===== config.mk =====
export PLATFORM = sky130hd
export DESIGN_NAME = rsc_regs
export DESIGN_NICKNAME = d
export VERILOG_FILES = /design/src/rsc_pkg.sv /design/src/rsc_rssi_hold.sv /design/src/rsc_sync_match.sv /design/src/rsc_regs.sv
export SDC_FILE = /design/constraint.sdc
export NUM_CORES = 1
export LEC_CHECK = 0
export BUFFER_PORTS_ARGS = -buffer_cell sky130_fd_sc_hd__buf_2
export CAP_MARGIN = 40
export CORE_MARGIN = 2
export CORE_UTILIZATION = 51
export DETAILED_ROUTE_END_ITERATION = 7
export PLACE_DENSITY = 0.78
export SETUP_SLACK_MARGIN = 0.15
export SLEW_MARGIN = 20
export SYNTH_ARGS = -nofsm -noshare
export SYNTH_HDL_FRONTEND = slang
export SYNTH_SLANG_ARGS = --single-unit

===== constraint.sdc =====
create_clock -name mclk -period 13.31 [get_ports mclk]
set_clock_uncertainty 0.15 [all_clocks]
set_input_delay 0.6655 -clock mclk [delete_from_list [all_inputs] [get_ports mclk]]
set_output_delay 0.6655 -clock mclk [all_outputs]
set_load 0.01 [all_outputs]

===== src/rsc_pkg.sv =====
// rsc_pkg: register map, field layout, reset values and carrier types of the receiver config bank
package rsc_pkg;
   // register offsets
   localparam logic [7:0] RSC_OFS_POLY_CFG = 8'h11;
   localparam logic [7:0] RSC_OFS_SYNC_CTL = 8'h12;
   localparam logic [7:0] RSC_OFS_RESV = 8'h13;
   localparam logic [7:0] RSC_OFS_RSSI = 8'h14;
   localparam logic [7:0] RSC_OFS_OOK_CFG = 8'h15;
   localparam logic [7:0] RSC_OFS_PAT_B3 = 8'h16;
   localparam logic [7:0] RSC_OFS_PAT_B2 = 8'h17;
   localparam logic [7:0] RSC_OFS_PAT_B1 = 8'h18;
   localparam logic [7:0] RSC_OFS_PAT_B0 = 8'h19;
   // reset values
   localparam logic [7:0] RSC_RST_POLY_CFG = 8'h38;
   localparam logic [7:0] RSC_RST_SYNC_CTL = 8'h18;
   localparam logic [7:0] RSC_RST_RESV = 8'h07;
   localparam logic [7:0] RSC_RST_OOK_CFG = 8'h00;
   localparam logic [7:0] RSC_RST_PAT = 8'h00;
   localparam logic [7:0] RSC_UNMAPPED_READ = 8'h00;
   // field positions
   localparam int RSC_POLY_CF_LSB = 4;
   localparam int RSC_POLY_RSV_LSB = 0;
   localparam int RSC_SYNC_FILT_BIT = 7;
   localparam int RSC_SYNC_BSOFF_BIT = 6;
   localparam int RSC_SYNC_REC_BIT = 5;
   localparam int RSC_SYNC_LEN_LSB = 3;
   localparam int RSC_SYNC_TOL_LSB = 1;
   localparam int RSC_SYNC_RSV_BIT = 0;
   localparam int RSC_OOK_STEP_LSB = 5;
   localparam int RSC_OOK_PER_LSB = 2;
   localparam int RSC_OOK_AVG_LSB = 0;
   // pattern length codes
   localparam logic [1:0] RSC_LEN_8 = 2'h0;
   localparam logic [1:0] RSC_LEN_16 = 2'h1;
   localparam logic [1:0] RSC_LEN_24 = 2'h2;
   localparam logic [1:0] RSC_LEN_32 = 2'h3;
   localparam int RSC_PAT_BITS = 32;
   // averaging cutoff codes, the middle two are reserved
   localparam logic [1:0] RSC_AVG_BR_8PI = 2'h0;
   localparam logic [1:0] RSC_AVG_BR_32PI = 2'h3;
   // threshold step in half-dB units, indexed by step code
   localparam logic [3:0] RSC_STEP_HALF_DB [8] = '{4'h1, 4'h2, 4'h3, 4'h4, 4'h6, 4'h8, 4'hA, 4'hC};

   // controls handed to the demodulator datapath
   typedef struct packed {
      logic [3:0] poly_center_freq_sel;
      logic poly_filter_on;
      logic bit_synchronizer_off;
      logic [3:0] keying_step_half_db;
      logic [2:0] keying_threshold_period;
      logic keying_period_is_multi;
      logic [3:0] keying_period_log2;
      logic keying_average_wide;
   } rsc_ctl_t;

   // sync detector settings
   typedef struct packed {
      logic pattern_recognition_on;
      logic [1:0] pattern_length_sel;
      logic [1:0] pattern_error_tolerance;
      logic [31:0] pattern_value;
   } rsc_sync_cfg_t;
endpackage


===== src/rsc_rssi_hold.sv =====
// rsc_rssi_hold: two-stage capture of the live signal strength measurement
`timescale 1ns/1ps
`default_nettype none
module rsc_rssi_hold
   import rsc_pkg::*;
(
   // clock
   input wire logic mclk,
   // measurement from the analog front end, asynchronous
   input wire logic [7:0] meas_in,
   // held value
   output logic [7:0] meas_q
);
   logic [7:0] meas_s1_q;

   // no reset on purpose: the value only mirrors the live measurement
   always_ff @(posedge mclk) begin
      meas_s1_q <= meas_in;
      meas_q <= meas_s1_q;
   end
endmodule
`default_nettype wire


===== src/rsc_sync_match.sv =====
// rsc_sync_match: tolerant comparison of the received bit window with the stored pattern
`timescale 1ns/1ps
`default_nettype none
module rsc_sync_match
   import rsc_pkg::*;
(
   // clock and reset
   input wire logic mclk,
   input wire logic reset,
   // settings and received bits
   input wire rsc_sync_cfg_t cfg,
   input wire logic bit_valid,
   input wire logic bit_value,
   // result
   output logic match_q
);
   logic [31:0] shift_q;
   logic [31:0] diff;
   logic [31:0] care;
   logic [5:0] err_cnt;
   logic [5:0] tol;

   // newest bit enters at bit 0; the oldest received aligns with pattern bit 31
   always_ff @(posedge mclk) begin
      if (reset) begin
         shift_q <= 32'h00000000;
      end else if (bit_valid) begin
         shift_q <= {shift_q[30:0], bit_value};
      end
   end

   // shorter lengths use the top bytes of the pattern, compared with the newest received bits
   always_comb begin
      case (cfg.pattern_length_sel)
         RSC_LEN_8: begin
            diff = {shift_q[7:0] ^ cfg.pattern_value[31:24], 24'h000000};
            care = 32'hFF000000;
         end
         RSC_LEN_16: begin
            diff = {shift_q[15:0] ^ cfg.pattern_value[31:16], 16'h0000};
            care = 32'hFFFF0000;
         end
         RSC_LEN_24: begin
            diff = {shift_q[23:0] ^ cfg.pattern_value[31:8], 8'h00};
            care = 32'hFFFFFF00;
         end
         default: begin
            diff = shift_q ^ cfg.pattern_value;
            care = 32'hFFFFFFFF;
         end
      endcase
   end

   // population count of mismatches
   always_comb begin
      err_cnt = 6'h00;
      for (int i = 0; i < RSC_PAT_BITS; i++) begin
         err_cnt = err_cnt + {5'h00, diff[i] & care[i]};
      end
      tol = {4'h0, cfg.pattern_error_tolerance};
   end

   // match only while recognition is enabled and errors within tolerance
   always_ff @(posedge mclk) begin
      if (reset) begin
         match_q <= 1'b0;
      end else begin
         match_q <= cfg.pattern_recognition_on && bit_valid && (err_cnt <= tol);
      end
   end
endmodule
`default_nettype wire


===== src/rsc_regs.sv =====
// rsc_regs: receiver configuration register bank with sync detector and rssi readout
//
// Operation
// - polyphase center select in bits 7:4 of the filter config, resets to 0011
// - sync control bit 7 set applies polyphase filter in on-off keyed receive
// - sync control bit 6 set turns bit synchronizer off; reset keeps it on
// - sync control bit 5 enables pattern recognition; reset off
// - length field bits 4:3: 11=32, 10=24, 01=16, 00=8 bits, reset 32
// - tolerance field bits 2:1 gives accepted mismatching bits, reset zero
// - reserved register 0x13 resets to 0x07 and must not become zero
// - read-only signal strength value at 0x14
// - signal strength has no reset value, always reflects live measurement
// - threshold step bits 7:5: 0.5,1,1.5,2,3,4,5,6 dB
// - threshold period bits 4:2: once per 1,2,4,8 chips or 2,4,8,16 per chip
// - averaging cutoff: 00 is rate over 8 pi, 11 rate over 32 pi, rest reserved
// - pattern bits 31:24 at 0x16, 23:16 at 0x17, read/write, reset zero
// - pattern bits 15:8 at 0x18, 7:0 at 0x19, reset zero
`timescale 1ns/1ps
`default_nettype none
module rsc_regs
   import rsc_pkg::*;
(
   // clock and reset
   input wire logic mclk,
   input wire logic reset,
   // register port
   input wire logic [7:0] reg_addr,
   input wire logic [7:0] reg_wdata,
   input wire logic reg_wr,
   input wire logic reg_rd,
   output logic [7:0] reg_rdata,
   // measurement and demodulated bit stream
   input wire logic [7:0] rssi_meas,
   input wire logic rx_bit_valid,
   input wire logic rx_bit_value,
   // controls towards the receive datapath
   output rsc_ctl_t rx_ctl,
   output logic sync_match,
   output logic cutoff_code_illegal
);
   logic [3:0] center_q;
   logic [3:0] poly_rsv_q;
   logic filt_on_q;
   logic bs_off_q;
   logic rec_on_q;
   logic [1:0] len_q;
   logic [1:0] tol_q;
   logic sync_rsv_q;
   logic [7:0] resv_q;
   logic [2:0] step_q;
   logic [2:0] period_q;
   logic [1:0] avg_q;
   logic [7:0] pat_q [4];
   logic [7:0] rssi_q;
   logic [7:0] rdata_d;
   rsc_sync_cfg_t sync_cfg;
   rsc_ctl_t ctl_d;

   // filter config writes; reserved low nibble stored as written
   always_ff @(posedge mclk) begin
      if (reset) begin
         center_q <= RSC_RST_POLY_CFG[7:4];
         poly_rsv_q <= RSC_RST_POLY_CFG[3:0];
      end else if (reg_wr && reg_addr == RSC_OFS_POLY_CFG) begin
         center_q <= reg_wdata[RSC_POLY_CF_LSB +: 4];
         poly_rsv_q <= reg_wdata[RSC_POLY_RSV_LSB +: 4];
      end
   end

   // sync control writes
   always_ff @(posedge mclk) begin
      if (reset) begin
         filt_on_q <= RSC_RST_SYNC_CTL[RSC_SYNC_FILT_BIT];
         bs_off_q <= RSC_RST_SYNC_CTL[RSC_SYNC_BSOFF_BIT];
         rec_on_q <= RSC_RST_SYNC_CTL[RSC_SYNC_REC_BIT];
         len_q <= RSC_RST_SYNC_CTL[RSC_SYNC_LEN_LSB +: 2];
         tol_q <= RSC_RST_SYNC_CTL[RSC_SYNC_TOL_LSB +: 2];
         sync_rsv_q <= RSC_RST_SYNC_CTL[RSC_SYNC_RSV_BIT];
      end else if (reg_wr && reg_addr == RSC_OFS_SYNC_CTL) begin
         filt_on_q <= reg_wdata[RSC_SYNC_FILT_BIT];
         bs_off_q <= reg_wdata[RSC_SYNC_BSOFF_BIT];
         rec_on_q <= reg_wdata[RSC_SYNC_REC_BIT];
         len_q <= reg_wdata[RSC_SYNC_LEN_LSB +: 2];
         tol_q <= reg_wdata[RSC_SYNC_TOL_LSB +: 2];
         sync_rsv_q <= reg_wdata[RSC_SYNC_RSV_BIT]; // kept as written, host keeps it 0
      end
   end

   // reserved register: a zero write is dropped so the non-zero content survives
   always_ff @(posedge mclk) begin
      if (reset) begin
         resv_q <= RSC_RST_RESV;
      end else if (reg_wr && reg_addr == RSC_OFS_RESV && reg_wdata != 8'h00) begin
         resv_q <= reg_wdata;
      end
   end

   // on-off keying threshold config
   always_ff @(posedge mclk) begin
      if (reset) begin
         step_q <= RSC_RST_OOK_CFG[RSC_OOK_STEP_LSB +: 3];
         period_q <= RSC_RST_OOK_CFG[RSC_OOK_PER_LSB +: 3];
         avg_q <= RSC_RST_OOK_CFG[RSC_OOK_AVG_LSB +: 2];
      end else if (reg_wr && reg_addr == RSC_OFS_OOK_CFG) begin
         step_q <= reg_wdata[RSC_OOK_STEP_LSB +: 3];
         period_q <= reg_wdata[RSC_OOK_PER_LSB +: 3];
         avg_q <= reg_wdata[RSC_OOK_AVG_LSB +: 2];
      end
   end

   // pattern bytes, index 3 holds bits 31:24 at the lowest offset
   for (genvar b = 0; b < 4; b++) begin : g_pat
      always_ff @(posedge mclk) begin
         if (reset) begin
            pat_q[b] <= RSC_RST_PAT;
         end else if (reg_wr && reg_addr == RSC_OFS_PAT_B3 + 8'(3 - b)) begin
            pat_q[b] <= reg_wdata;
         end
      end
   end

   // live signal strength, synchronised, never reset
   rsc_rssi_hold u_rssi (
      .mclk(mclk),
      .meas_in(rssi_meas),
      .meas_q(rssi_q)
   );

   // detector settings
   always_comb begin
      sync_cfg.pattern_recognition_on = rec_on_q;
      sync_cfg.pattern_length_sel = len_q;
      sync_cfg.pattern_error_tolerance = tol_q;
      sync_cfg.pattern_value = {pat_q[3], pat_q[2], pat_q[1], pat_q[0]};
   end

   rsc_sync_match u_match (
      .mclk(mclk),
      .reset(reset),
      .cfg(sync_cfg),
      .bit_valid(rx_bit_valid),
      .bit_value(rx_bit_value),
      .match_q(sync_match)
   );

   // read mux; unmapped offsets read zero
   always_comb begin
      case (reg_addr)
         RSC_OFS_POLY_CFG: rdata_d = {center_q, poly_rsv_q};
         RSC_OFS_SYNC_CTL: rdata_d = {filt_on_q, bs_off_q, rec_on_q, len_q, tol_q, sync_rsv_q};
         RSC_OFS_RESV: rdata_d = resv_q;
         RSC_OFS_RSSI: rdata_d = rssi_q;
         RSC_OFS_OOK_CFG: rdata_d = {step_q, period_q, avg_q};
         RSC_OFS_PAT_B3: rdata_d = pat_q[3];
         RSC_OFS_PAT_B2: rdata_d = pat_q[2];
         RSC_OFS_PAT_B1: rdata_d = pat_q[1];
         RSC_OFS_PAT_B0: rdata_d = pat_q[0];
         default: rdata_d = RSC_UNMAPPED_READ;
      endcase
   end

   // read data valid the cycle after the strobe only
   always_ff @(posedge mclk) begin
      if (reset) begin
         reg_rdata <= 8'h00;
      end else if (reg_rd) begin
         reg_rdata <= rdata_d;
      end else begin
         reg_rdata <= 8'h00;
      end
   end

   // decoded datapath controls; period code bit 2 selects several decrements per chip
   always_comb begin
      ctl_d.poly_center_freq_sel = center_q;
      ctl_d.poly_filter_on = filt_on_q;
      ctl_d.bit_synchronizer_off = bs_off_q;
      ctl_d.keying_step_half_db = RSC_STEP_HALF_DB[step_q];
      ctl_d.keying_threshold_period = period_q;
      ctl_d.keying_period_is_multi = period_q[2];
      ctl_d.keying_period_log2 = period_q[2] ? {2'h0, period_q[1:0]} + 4'h1 : {2'h0, period_q[1:0]};
      ctl_d.keying_average_wide = (avg_q == RSC_AVG_BR_32PI);
   end

   // registered outputs
   always_ff @(posedge mclk) begin
      if (reset) begin
         rx_ctl <= '0;
         cutoff_code_illegal <= 1'b0;
      end else begin
         rx_ctl <= ctl_d;
         cutoff_code_illegal <= (avg_q != RSC_AVG_BR_8PI) && (avg_q != RSC_AVG_BR_32PI);
      end
   end
endmodule
`default_nettype wire


Yosys cells after proc, flatten, opt, wreduce, memory -nomap -nowiden
Memories as Yosys holds them, arrays and structs flattened. A register that Yosys moved wholly into a read port is not among the register bits.
Index checks and enable logic that the tools add are counted.
{"block": "op_classes", "add_sub_neg": 32, "order_cmp": 1, "eq_ne": 13, "mux": 22, "n_bitwise": 43, "reduce_logical": 17}
{"operator": "$add 6x1->6", "n": 30}
{"operator": "$pmux 32 s3", "n": 1}
{"operator": "$eq 8x5->1 const B", "n": 9}
{"operator": "$pmux 24 s3", "n": 1}
{"operator": "$pmux 8 s9", "n": 1}
{"operator": "$mux 8", "n": 4}
{"operator": "$xor 32x32->32", "n": 1}
{"operator": "$and 1x1->1", "n": 24}
{"operator": "$xor 24x24->24", "n": 1}
{"operator": "$xor 16x16->16", "n": 1}
{"operator": "$mux 1", "n": 14}
{"operator": "$logic_and 1x1->1", "n": 12}
{"operator": "$and 1x1->1 const B", "n": 8}
{"operator": "$reduce_bool 8->1", "n": 1}
{"operator": "$xor 8x8->8", "n": 1}
{"operator": "$le 6x2->1", "n": 1}
{"operator": "$eq 2x2->1 const B", "n": 2}
{"operator": "$not 3->4", "n": 1}
{"operator": "$or 1x1->1", "n": 4}
{"operator": "$reduce_or 2->1", "n": 2}
{"operator": "$add 2x1->3 const B", "n": 1}
{"operator": "$add 1x1->2", "n": 1}
{"operator": "$eq 2x1->1 const B", "n": 1}
{"operator": "$logic_not 2->1", "n": 1}
{"operator": "4 further kinds", "n": 5}
{"block": "totals", "regBits": 104, "mem_bits_rw": 32, "mem_bits_ro": 32, "inputBits": 30, "out_inout_bits": 29, "memories": 2}
{"memory": "(no name shown)", "words": 8, "word_bits": 4, "rd": 1, "rd_clocked_by_memory_dff": 1, "write_ports": 0, "line": "rsc_regs.sv:178", "rtl": "ctl_d.keying_step_half_db = RSC_STEP_HALF_DB[step_q];"}
{"memory": "pat_q", "words": 4, "word_bits": 8, "rd": 4, "rd_clocked_by_memory_dff": 0, "write_ports": 4, "line": "rsc_regs.sv:53", "rtl": "logic [7:0] pat_q [4];"}

Depth between registers and ports, before layout
Gate-level depths: netlist (run 1).
An unclocked memory read counts as a cell.
{"block": "logic_depth", "word_depth": 37, "ltp_mapped": 24, "ltp_nobuf": 21}

Modules after synthesis
Synthesis (run 1) repeated with hierarchy kept, for this count alone.
{"block": "unflattened", "hier_cells": 665, "area_unflattened_um2": 7093.1}
{"mod": "rsc_regs", "instances": 1, "cells_each": 360, "area_per_inst_um2": 3990.1, "seq_area_each_um2": 2122.0}
{"mod": "rsc_sync_match", "instances": 1, "cells_each": 289, "area_per_inst_um2": 2782.7, "seq_area_each_um2": 660.6}
{"mod": "rsc_rssi_hold", "instances": 1, "cells_each": 16, "area_per_inst_um2": 320.3, "seq_area_each_um2": 320.3}

Least setup slack after synthesis (run 1)
No wires, ideal clock.
{"block": "synth_timing", "path_kind": "flip-flop to flip-flop", "from": "register len_q[0]", "to": "register u_match.match_q", "arrival_time_ps": 6058, "required_ps": 13074, "setup_slack_ps": 7016, "path_stages_with_launch": 21, "n_path_buf": 3, "period_less_slack_ps": 6294, "cell_sequence": "dfxtp_1 > buf_2 > buf_4 > buf_2 > nand2_1 > nor2_1 > ha_1 > fa_1 > inv_1 > fa_1 > inv_1 > fa_1 > fa_1 > fa_1 > fa_1 > fa_1 > fa_1 > ha_1 > a21oi_1 > a21oi_1 > a211oi_1"}
{"block": "synth_between", "elab_chain_cells": 36, "word_cells_on_any_way": 70, "cone_classes": "31 x add/sub; 1 x order compare; 2 x eq/ne; 2 x mux; 32 x bitwise; 2 x reduce/logical"}
{"element": "start, declared", "line": "rsc_regs.sv:46", "rtl": "logic [1:0] len_q;"}
{"element": "start signal, assigned", "line": "rsc_regs.sv:76", "rtl": "len_q <= RSC_RST_SYNC_CTL[RSC_SYNC_LEN_LSB +: 2];"}
{"element": "start signal, assigned", "line": "rsc_regs.sv:83", "rtl": "len_q <= reg_wdata[RSC_SYNC_LEN_LSB +: 2];"}
{"element": "$eq 2x2->1 (tied with other cells)", "line": "rsc_sync_match.sv:34", "rtl": "case (cfg.pattern_length_sel)"}
{"element": "$pmux 32 s3 or $pmux 24 s3 (tied branches)", "line": "rsc_sync_match.sv:34"}
{"element": "$and 1x1->1", "line": "rsc_sync_match.sv:58", "rtl": "err_cnt = err_cnt + {5'h00, diff[i] & care[i]};"}
{"element": "$add 1x1->2", "line": "rsc_sync_match.sv:58"}
{"element": "$add 6x1->6 (29 in series)", "line": "rsc_sync_match.sv:58"}
{"element": "$add 6x1->6 *", "line": "rsc_sync_match.sv:58"}
{"element": "$le 6x2->1 *", "line": "rsc_sync_match.sv:68", "rtl": "match_q <= cfg.pattern_recognition_on && bit_valid && (err_cnt <= tol);"}
{"element": "$logic_and 1x1->1 *", "line": "rsc_sync_match.sv:68"}
{"element": "end signal, assigned", "line": "rsc_sync_match.sv:68"}
{"element": "end, declared", "line": "rsc_sync_match.sv:15", "rtl": "output logic match_q"}
Every way passes the cells marked *; elsewhere a longest branch is shown, timed or not.
A chain may end at the register's enable or synchronous reset.

Final worst setup path (run 1)
Same ends and word-level chain as after synthesis.

==> summary.md, run 1 <==
| Metric | Value |
|---|---|
| Hold WC Path Type | `register to register` |
| Setup ws final | `6.39 ns` |
| CTS Hold Bufs | `0` |
| Post-layout net count | `784` |
| CP Max Fanout | `19` |
| Post_cts resized | `0` |
| WP buf/inv | `2` |
| Worst-path clk slew | `around 0.06 ns` |
| #FFs+latches synth | `139` |
| Gpl congestion | `0.920` |
| Worst Tran Pin Value | `about 0.83 ns` |
| Internal reg-to-reg setup slack | `6.39 ns` |
| Status | `completed` |
| Vias in the first global route | `5,070` |
| H-tree depth | `4` |
| Post-CTS setup buffer count | `0` |
| Post-synth EDFFs | `32` |
| LEAKAGE | `3.53 nW` |
| Count of maximum capacitance violations | `0` |
| Slowest CP cell | `dfxtp_1` |
| Post-Place Worst Slack | `6.38 ns` |
| Reg2Reg Launch Point | `len_q[0]` |
| Worst Hold Path EP | `u_rssi.meas_q[5]` |
| Diode count | `0` |
| Peak VDD IR | `0.0886 mV` |
| Initial antenna violation count | `0` |
| Top_reg_cell synth | `dfxtp_1` |
| DR vias/cell | `5.74` |
| Die Wd | `122 um` |
| Total gr overflow | `0` |
| First-pass GRT wire length | `27.6 mm` |
| Setup total negative slack | `0 ns` |
| Dpl cells | `about 880` |
| CP Data Arrival Time | `7.11 ns` |
| Setup crit end kind | `register` |
| # port buffers | `57` |
| CP delay by family, top | `adder cells` |
| Initial core utilization | `0.520` |
| RSZ-0062 raised after global routing | `false` |
| Synth Warn # | `0` |
| Vias | `5,219` |
| Share of layout cells above drive strength 1 | `0.166` |
| Cell depth of the worst hold path | `0` |
| Post-Syn Area | `7160 um2` |
| Pins Over Slew Limit | `0` |
| Die area | `15,000 um2` |
| FILL cells | `1,174` |
| CP cell instances | `buf_4 > mux4_2 > xnor2_1 > fa_1 > fa_1 > inv_1 > fa_1 > fa_1 > fa_1 > fa_1 > fa_1 > fa_1 > ha_1 > a21oi_1 > a21oi_1 > a211oi_1` |
| Synthesized instance count | `~680` |
| Syn avg cell area | `about 11 um2` |
| Critical Path RT | `13.50 ns` |
| Setup CP Type | `register to register` |
| Most Frequent Cell on Critical Path | `fa_1` |
| Syn_nets | `roughly 740` |
| R2R depth | `16` |
| CTS tree | `done` |
| Routed Wire Length | `18.0 mm` |
| FP Rows | `43` |
| Clock Sinks | `roughly 140` |
| Die H | `between 100 and 150 um` |
| Clock period minus worst slack | `6.92 ns` |
| DRT Pass-1 Iters | `6` |
| Sequential fraction of the synthesis area | `0.433` |
| Largest net degree at the start of global routing | `77` |
| Final hold vios | `0` |
| Gr usage total | `0.252` |
| Worst-skew pair later-pin latency | `0.43 ns` |
| Most frequent cells in the layout | `dfxtp_1 (107), mux2i_1 (73), buf_2 (58)` |
| Post-synth ARST share | `0` |
| Area growth from synthesis to final layout | `13.4%` |
| DR iter-0 viols | `about 640` |
| Fin crit share | `0.520` |
| Core Area | `~14,000 um2` |
| Routed length per instance | `19.8 um` |
| CTS Buffer Depth | `2` |
| Fin util | `0.590` |
| Min-delay src | `u_rssi.meas_s1_q[5]` |
| Non-filler cells, final | `909` |
| CTS buffer count | `17` |
| Setup Viol. Count Final | `0` |
| Fmax | `about 0.14 GHz` |
| Residual DRC | `0` |
| R2R Path End | `u_match.match_q` |
| Slew margin rel. | `0.447` |
| Root Buffer | `clkbuf_16` |
| Most common cell after layout, fill and taps aside | `dfxtp_1` |
| Hold WS | `0.177 ns` |
| Top-level port count | `59` |
| CP startpoint kind | `register` |
| Unique masters post-synth | `60` |
| Post-DRT Antenna Nets | `0` |
| Power Dens Cells | `~150 nW/um2` |
| Post-DP HPWL | `12.9 mm` |
| Critical Path Max Stage Delay | `0.82 ns` |
where the power goes:
group / internal, mW / total, mW / switching, mW
sequential: 0.440 / 0.449 / 0.00885
combinational: 0.137 / 0.313 / 0.176
clock: 0.290 / 0.478 / 0.188
cells in the mapped netlist, types with 4 or more instances:
library cell  count  share of area
a21oi_1          18          0.013
a22o_1            5         0.0061
a22oi_1           6         0.0063
a31oi_1           8         0.0070
a32oi_1           5         0.0061
and2_1           40          0.035
and3_1            6         0.0052
buf_2            14         0.0098
buf_4             7         0.0073
clkbuf_1         16         0.0084
dfxtp_1         107           0.30
edfxtp_1         32           0.13
fa_1             24          0.067
ha_1             14          0.024
inv_1            33          0.017
mux2_2            5         0.0079
mux2i_1          73           0.10
mux4_2            9          0.028
nand2_1          30          0.016
nand2b_1          7         0.0061
nand3_1          30          0.021
nor2_1           57          0.030
nor2b_1          18          0.016
nor3_1            4         0.0028
o21ai_0          17          0.012
xnor2_1          37          0.045
xor2_1            4         0.0049
area by class of cell:
cell class	instances	area, um2	area share
Clock buffer	18	450	0.0555
Sequential cell	139	3100	0.382
Multi-Input combinational cell	462	3720	0.458
Clock inverter	14	156	0.0193
Inverter	33	124	0.0153
Timing Repair Buffer	63	340	0.0419
Tap cell	180	225	0.0277
kinds of logic (layout without fill, tap and decap cells):
logic type | count (synthesis) | after routing | synth area share
buffers and inverters | 74 | 128 | 0.0470
muxes | 87 | 87 | 0.138
and+or+nand+nor | 217 | 217 | 0.166
AOI/OAI and AO/OA | 78 | 78 | 0.0736
xor gates and xnor gates | 41 | 41 | 0.0501
DFF | 139 | 139 | 0.433
other | 1 | 1 | 0.000524
adders and majority gates | 38 | 38 | 0.0916
flip-flops by register name, indices dropped and copies added (netlist names):
register and count:
period_q 3, tol_q 2, bs_off_q 1, rx_ctl 17, sync_rsv_q 1, reg_rdata 8, center_q 4, step_q 3
avg_q 2, pat_q 32, u_rssi.meas_q 8, u_rssi.meas_s1_q 8, poly_rsv_q 4, rec_on_q 1, len_q 2, u_match.match_q 1
resv_q 8, u_match.shift_q 32, filt_on_q 1, cutoff_code_illegal 1
worst register-to-register path: cells and delay by family, from the launching register on:
kind / cells / cell delay, ns
AO/OA/AOI/OAI: 3 / 0.37
XOR/XNOR: 1 / 0.24
adder cells (fa/ha/maj): 9 / 4.21
buffers and inverters: 2 / 0.48
flip-flops: 1 / 0.82
multiplexers: 1 / 0.58
worst max-delay path by stage:
stage	from	to	slack, ns	depth (start not counted)
final	len_q[0]	u_match.match_q	6.39	16
after global routing	len_q[0]	u_match.match_q	6.08	16
after CTS	len_q[0]	u_match.match_q	6.38	16
after detailed placement	len_q[0]	u_match.match_q	6.38	16
after global placement	len_q[0]	u_match.match_q	6.58	16
after floorplan	len_q[0]	u_match.match_q	7.02	20
routing by layer:
metal / part of all wire / GRT usage / up-vias
met2: 0.48 / 0.393 / 235
met5: 0 / 0 / -
met4: 0.017 / 0.0999 / 0
met3: 0.088 / 0.0753 / 32
met1: 0.41 / 0.328 / 2538
li1: - / - / 2414
stage by stage:
| stage | power, mW | cell area, um2 |
|---|---|---|
| 2_1_floorplan | 0.699 | 7160 |
| 3_3_place_gp | 0.756 | 7490 |
| 3_5_place_dp | 0.770 | 7510 |
| 4_1_cts | 1.25 | 8120 |
| 5_1_grt | 1.33 | 8120 |
| 6_report | 1.24 | 8120 |
Power figures use the tool's default switching activity.
==> run 2, diff against run 1 <==
==> constraint.sdc (replaced) <==
create_clock -name mclk -period 6.9 [get_ports mclk]
set_clock_uncertainty 0.15 [all_clocks]
set_input_delay 0.345 -clock mclk [delete_from_list [all_inputs] [get_ports mclk]]
set_output_delay 0.345 -clock mclk [all_outputs]
set_load 0.01 [all_outputs]
==> run 2 against run 1 <==
Against the previous run: die area stayed put; power is 99% higher; routed wire length is 2.9% higher; sequential cell count stayed put; largest power group unchanged; non-clock buffer count is 10 higher; via count is 2.1% higher; register-to-register slack worse by 5.9 ns; utilization is 0.92 points higher.
==> summary.md, run 2 (synthesis results as in run 1) <==
| Metric | Value |
|---|---|
| Status | `completed (unchanged)` |
| Leading registers by flop count | `pat_q x32, u_match.shift_q x32, rx_ctl x17 (unchanged)` |
| Post-layout net count | `794 (was 784)` |
| Worst Tran Pin Value | `0.846 ns (was 0.829 ns)` |
| Total gr overflow | `0 (unchanged)` |
| Internal reg-to-reg setup slack | `0.51 ns (was 6.39 ns)` |
| Diode count | `0 (unchanged)` |
| LEAKAGE | `3.58 nW (was 3.53 nW)` |
| Count of maximum capacitance violations | `0 (unchanged)` |
| Fmax | `0.157 GHz (was 0.144 GHz)` |
| FILL cells | `1,154 (was 1,174)` |
| Post-Place Worst Slack | `0.555 ns (was 6.38 ns)` |
| RSZ-0062 raised after global routing | `false (unchanged)` |
| Worst-skew pair later-pin latency | `0.43 ns (about the same)` |
| DRT Pass-1 Iters | `5 (was 6)` |
| Area growth from synthesis to final layout | `15.2% (was 13.4%)` |
| Critical path origin | `len_q[1] (was len_q[0])` |
| Setup total negative slack | `0 ns (unchanged)` |
| Post_cts resized | `0 (unchanged)` |
| Setup ws final | `0.515 ns (was 6.39 ns)` |
| FP Rows | `43 (unchanged)` |
| Gpl congestion | `0.962 (was 0.920)` |
| Die H | `122 um (unchanged)` |
| Post-DP HPWL | `13.0 mm (was 12.9 mm)` |
| Peak VDD IR | `0.205 mV (was 0.0886 mV)` |
| Die area | `15,000 um2 (unchanged)` |
| Multi-input logic area | `3720 um2 (unchanged)` |
| Share of layout cells above drive strength 1 | `0.166 (about the same)` |
| CTS buffer count | `17 (unchanged)` |
| Gr usage total | `0.261 (was 0.252)` |
| Clock Sinks | `139 (unchanged)` |
| Setup Viol. Count Final | `0 (unchanged)` |
| Clock period minus worst slack | `6.39 ns (was 6.92 ns)` |
| # port buffers | `57 (unchanged)` |
| Critical Path Max Stage Delay | `0.61 ns (was 0.82 ns)` |
| Worst-path clk slew | `0.06 ns (about the same)` |
| Residual DRC | `0 (unchanged)` |
| Most Frequent Cell on Critical Path | `fa_1 (unchanged)` |
| CP Data Arrival Time | `6.57 ns (was 7.11 ns)` |
| Reg2Reg Launch Point | `len_q[1] (was len_q[0])` |
| Slew margin rel. | `0.436 (was 0.447)` |
| Critical Path RT | `7.09 ns (was 13.50 ns)` |
| Crit path to | `u_match.match_q (unchanged)` |
| Setup CP Type | `register to register (unchanged)` |
| Register area | `3100 um2 (unchanged)` |
| Setup crit end kind | `register (unchanged)` |
| Initial core utilization | `0.520 (unchanged)` |
| Post-layout instance area | `8250 um2 (was 8120 um2)` |
| DR vias/cell | `5.80 (was 5.74)` |
| Largest net degree at the start of global routing | `78 (was 77)` |
| Pins Over Slew Limit | `0 (unchanged)` |
| Vias | `5,327 (was 5,219)` |
| Power Dens Cells | `299 nW/um2 (was 153 nW/um2)` |
| Placed cell area | `7540 um2 (was 7510 um2)` |
| CP Max Fanout | `15 (was 19)` |
| Slowest CP cell | `dfxtp_1 (unchanged)` |
| H-tree depth | `4 (unchanged)` |
| Routed length per instance | `20.1 um (was 19.8 um)` |
| Initial antenna violation count | `0 (unchanged)` |
| CP startpoint kind | `register (unchanged)` |
| First-pass GRT wire length | `28.9 mm (was 27.6 mm)` |
| Top-level port count | `59 (unchanged)` |
| CP cell instances | `buf_4 > mux4_2 > xnor2_1 > fa_1 > fa_1 > inv_1 > fa_1 > fa_1 > fa_1 > fa_1 > fa_1 > fa_1 > ha_1 > a21oi_1 > a21oi_1 > a211oi_1 (unchanged)` |
| Routed Wire Length | `18.5 mm (was 18.0 mm)` |
| R2R Path End | `u_match.match_q (unchanged)` |
| CTS Buffer Depth | `2 (unchanged)` |
| Root Buffer | `clkbuf_16 (unchanged)` |
| Most common cell after layout, fill and taps aside | `dfxtp_1 (unchanged)` |
| R2R depth | `16 (unchanged)` |
| Fin crit share | `0.925 (was 0.520)` |
| Final hold vios | `0 (unchanged)` |
| Post-DRT Antenna Nets | `0 (unchanged)` |
| CTS tree | `done (unchanged)` |
| Core Area | `13,800 um2 (unchanged)` |
| Vias in the first global route | `5,243 (was 5,070)` |
| Die Wd | `122 um (unchanged)` |
| DR iter-0 viols | `660 (was 636)` |
| Post-CTS setup buffer count | `0 (unchanged)` |
| Most frequent cells in the layout | `dfxtp_1 (107), mux2i_1 (73), buf_2 (58) (unchanged)` |
| Hold WC Path Type | `primary input to register (was register to register)` |
[run 2: changes by cell type in the layout (fill, tap and decap cells not counted)]
cell / previous run / this run
dlygate4sd3_1: 0 / 8
clkinv_4: 4 / 1
clkinv_2: 3 / 1
inv_8: 1 / 3
buf_12: 1 / 2
buf_4: 4 / 5
clkinv_8: 0 / 1
clkinvlp_4: 0 / 1
inv_6: 4 / 5
[run 2: what timing repair did]
action                                 4_1_cts  5_1_grt
endpoints found under the hold margin        8        0
hold buffers                                 8        0
setup endpoints to repair                    0        0
[run 2: cell type report]
class                           count  area share
Clock buffer                       18      0.0546
Clock inverter                     14      0.0212
Inverter                           33      0.0150
Multi-Input combinational cell    462       0.451
Sequential cell                   139       0.376
Tap cell                          180      0.0273
Timing Repair Buffer               73      0.0543
[run 2: through the flow]
step	instances	utilization	power [mW]	hold WS [ns]
floorplan	675	-	1.35	0.160
global placement	877	0.546	1.45	0.161
detailed placement	879	0.548	1.53	0.162
CTS	919	0.599	2.48	0.000989
global route	919	0.599	2.62	0.0353
finish	919	0.599	2.47	0.00986
[run 2: worst min-delay path by stage]
stage	from	to	slack (ns)	depth (start not counted)
after floorplan	u_rssi.meas_s1_q[0]	u_rssi.meas_q[0]	0.16	0
after global placement	u_rssi.meas_s1_q[2]	u_rssi.meas_q[2]	0.16	0
after detailed placement	u_rssi.meas_s1_q[2]	u_rssi.meas_q[2]	0.16	0
after CTS	rx_bit_value	u_match.shift_q[0]	0.001	3
after global routing	rx_bit_value	u_match.shift_q[0]	0.04	3
final	rx_bit_value	u_match.shift_q[0]	0.01	3
[run 2: report_power, final]
part / internal, mW / switching [mW] / total, mW
sequential: 0.849 / 0.0171 / 0.866
combinational: 0.280 / 0.362 / 0.642
clock: 0.570 / 0.391 / 0.961
total: 1.70 / 0.770 / 2.47
[run 2: metal layers]
layer | vias up | share of wire | GRT usage
met2 | 222 | 0.47 | 0.398
met4 | 0 | 0.025 | 0.108
met5 | - | 0 | 0
li1 | 2438 | - | -
met3 | 44 | 0.082 | 0.0743
met1 | 2623 | 0.42 | 0.349
[run 2: critical path, delay by kind of cell (launching register included)]
kind                       cells  cell delay, ns
DFF                            1            0.61
AOI/OAI and AO/OA              3            0.41
xor gates and xnor gates       1            0.24
adders and majority gates      9            4.27
muxes                          1            0.31
buffers and inverters          2            0.30
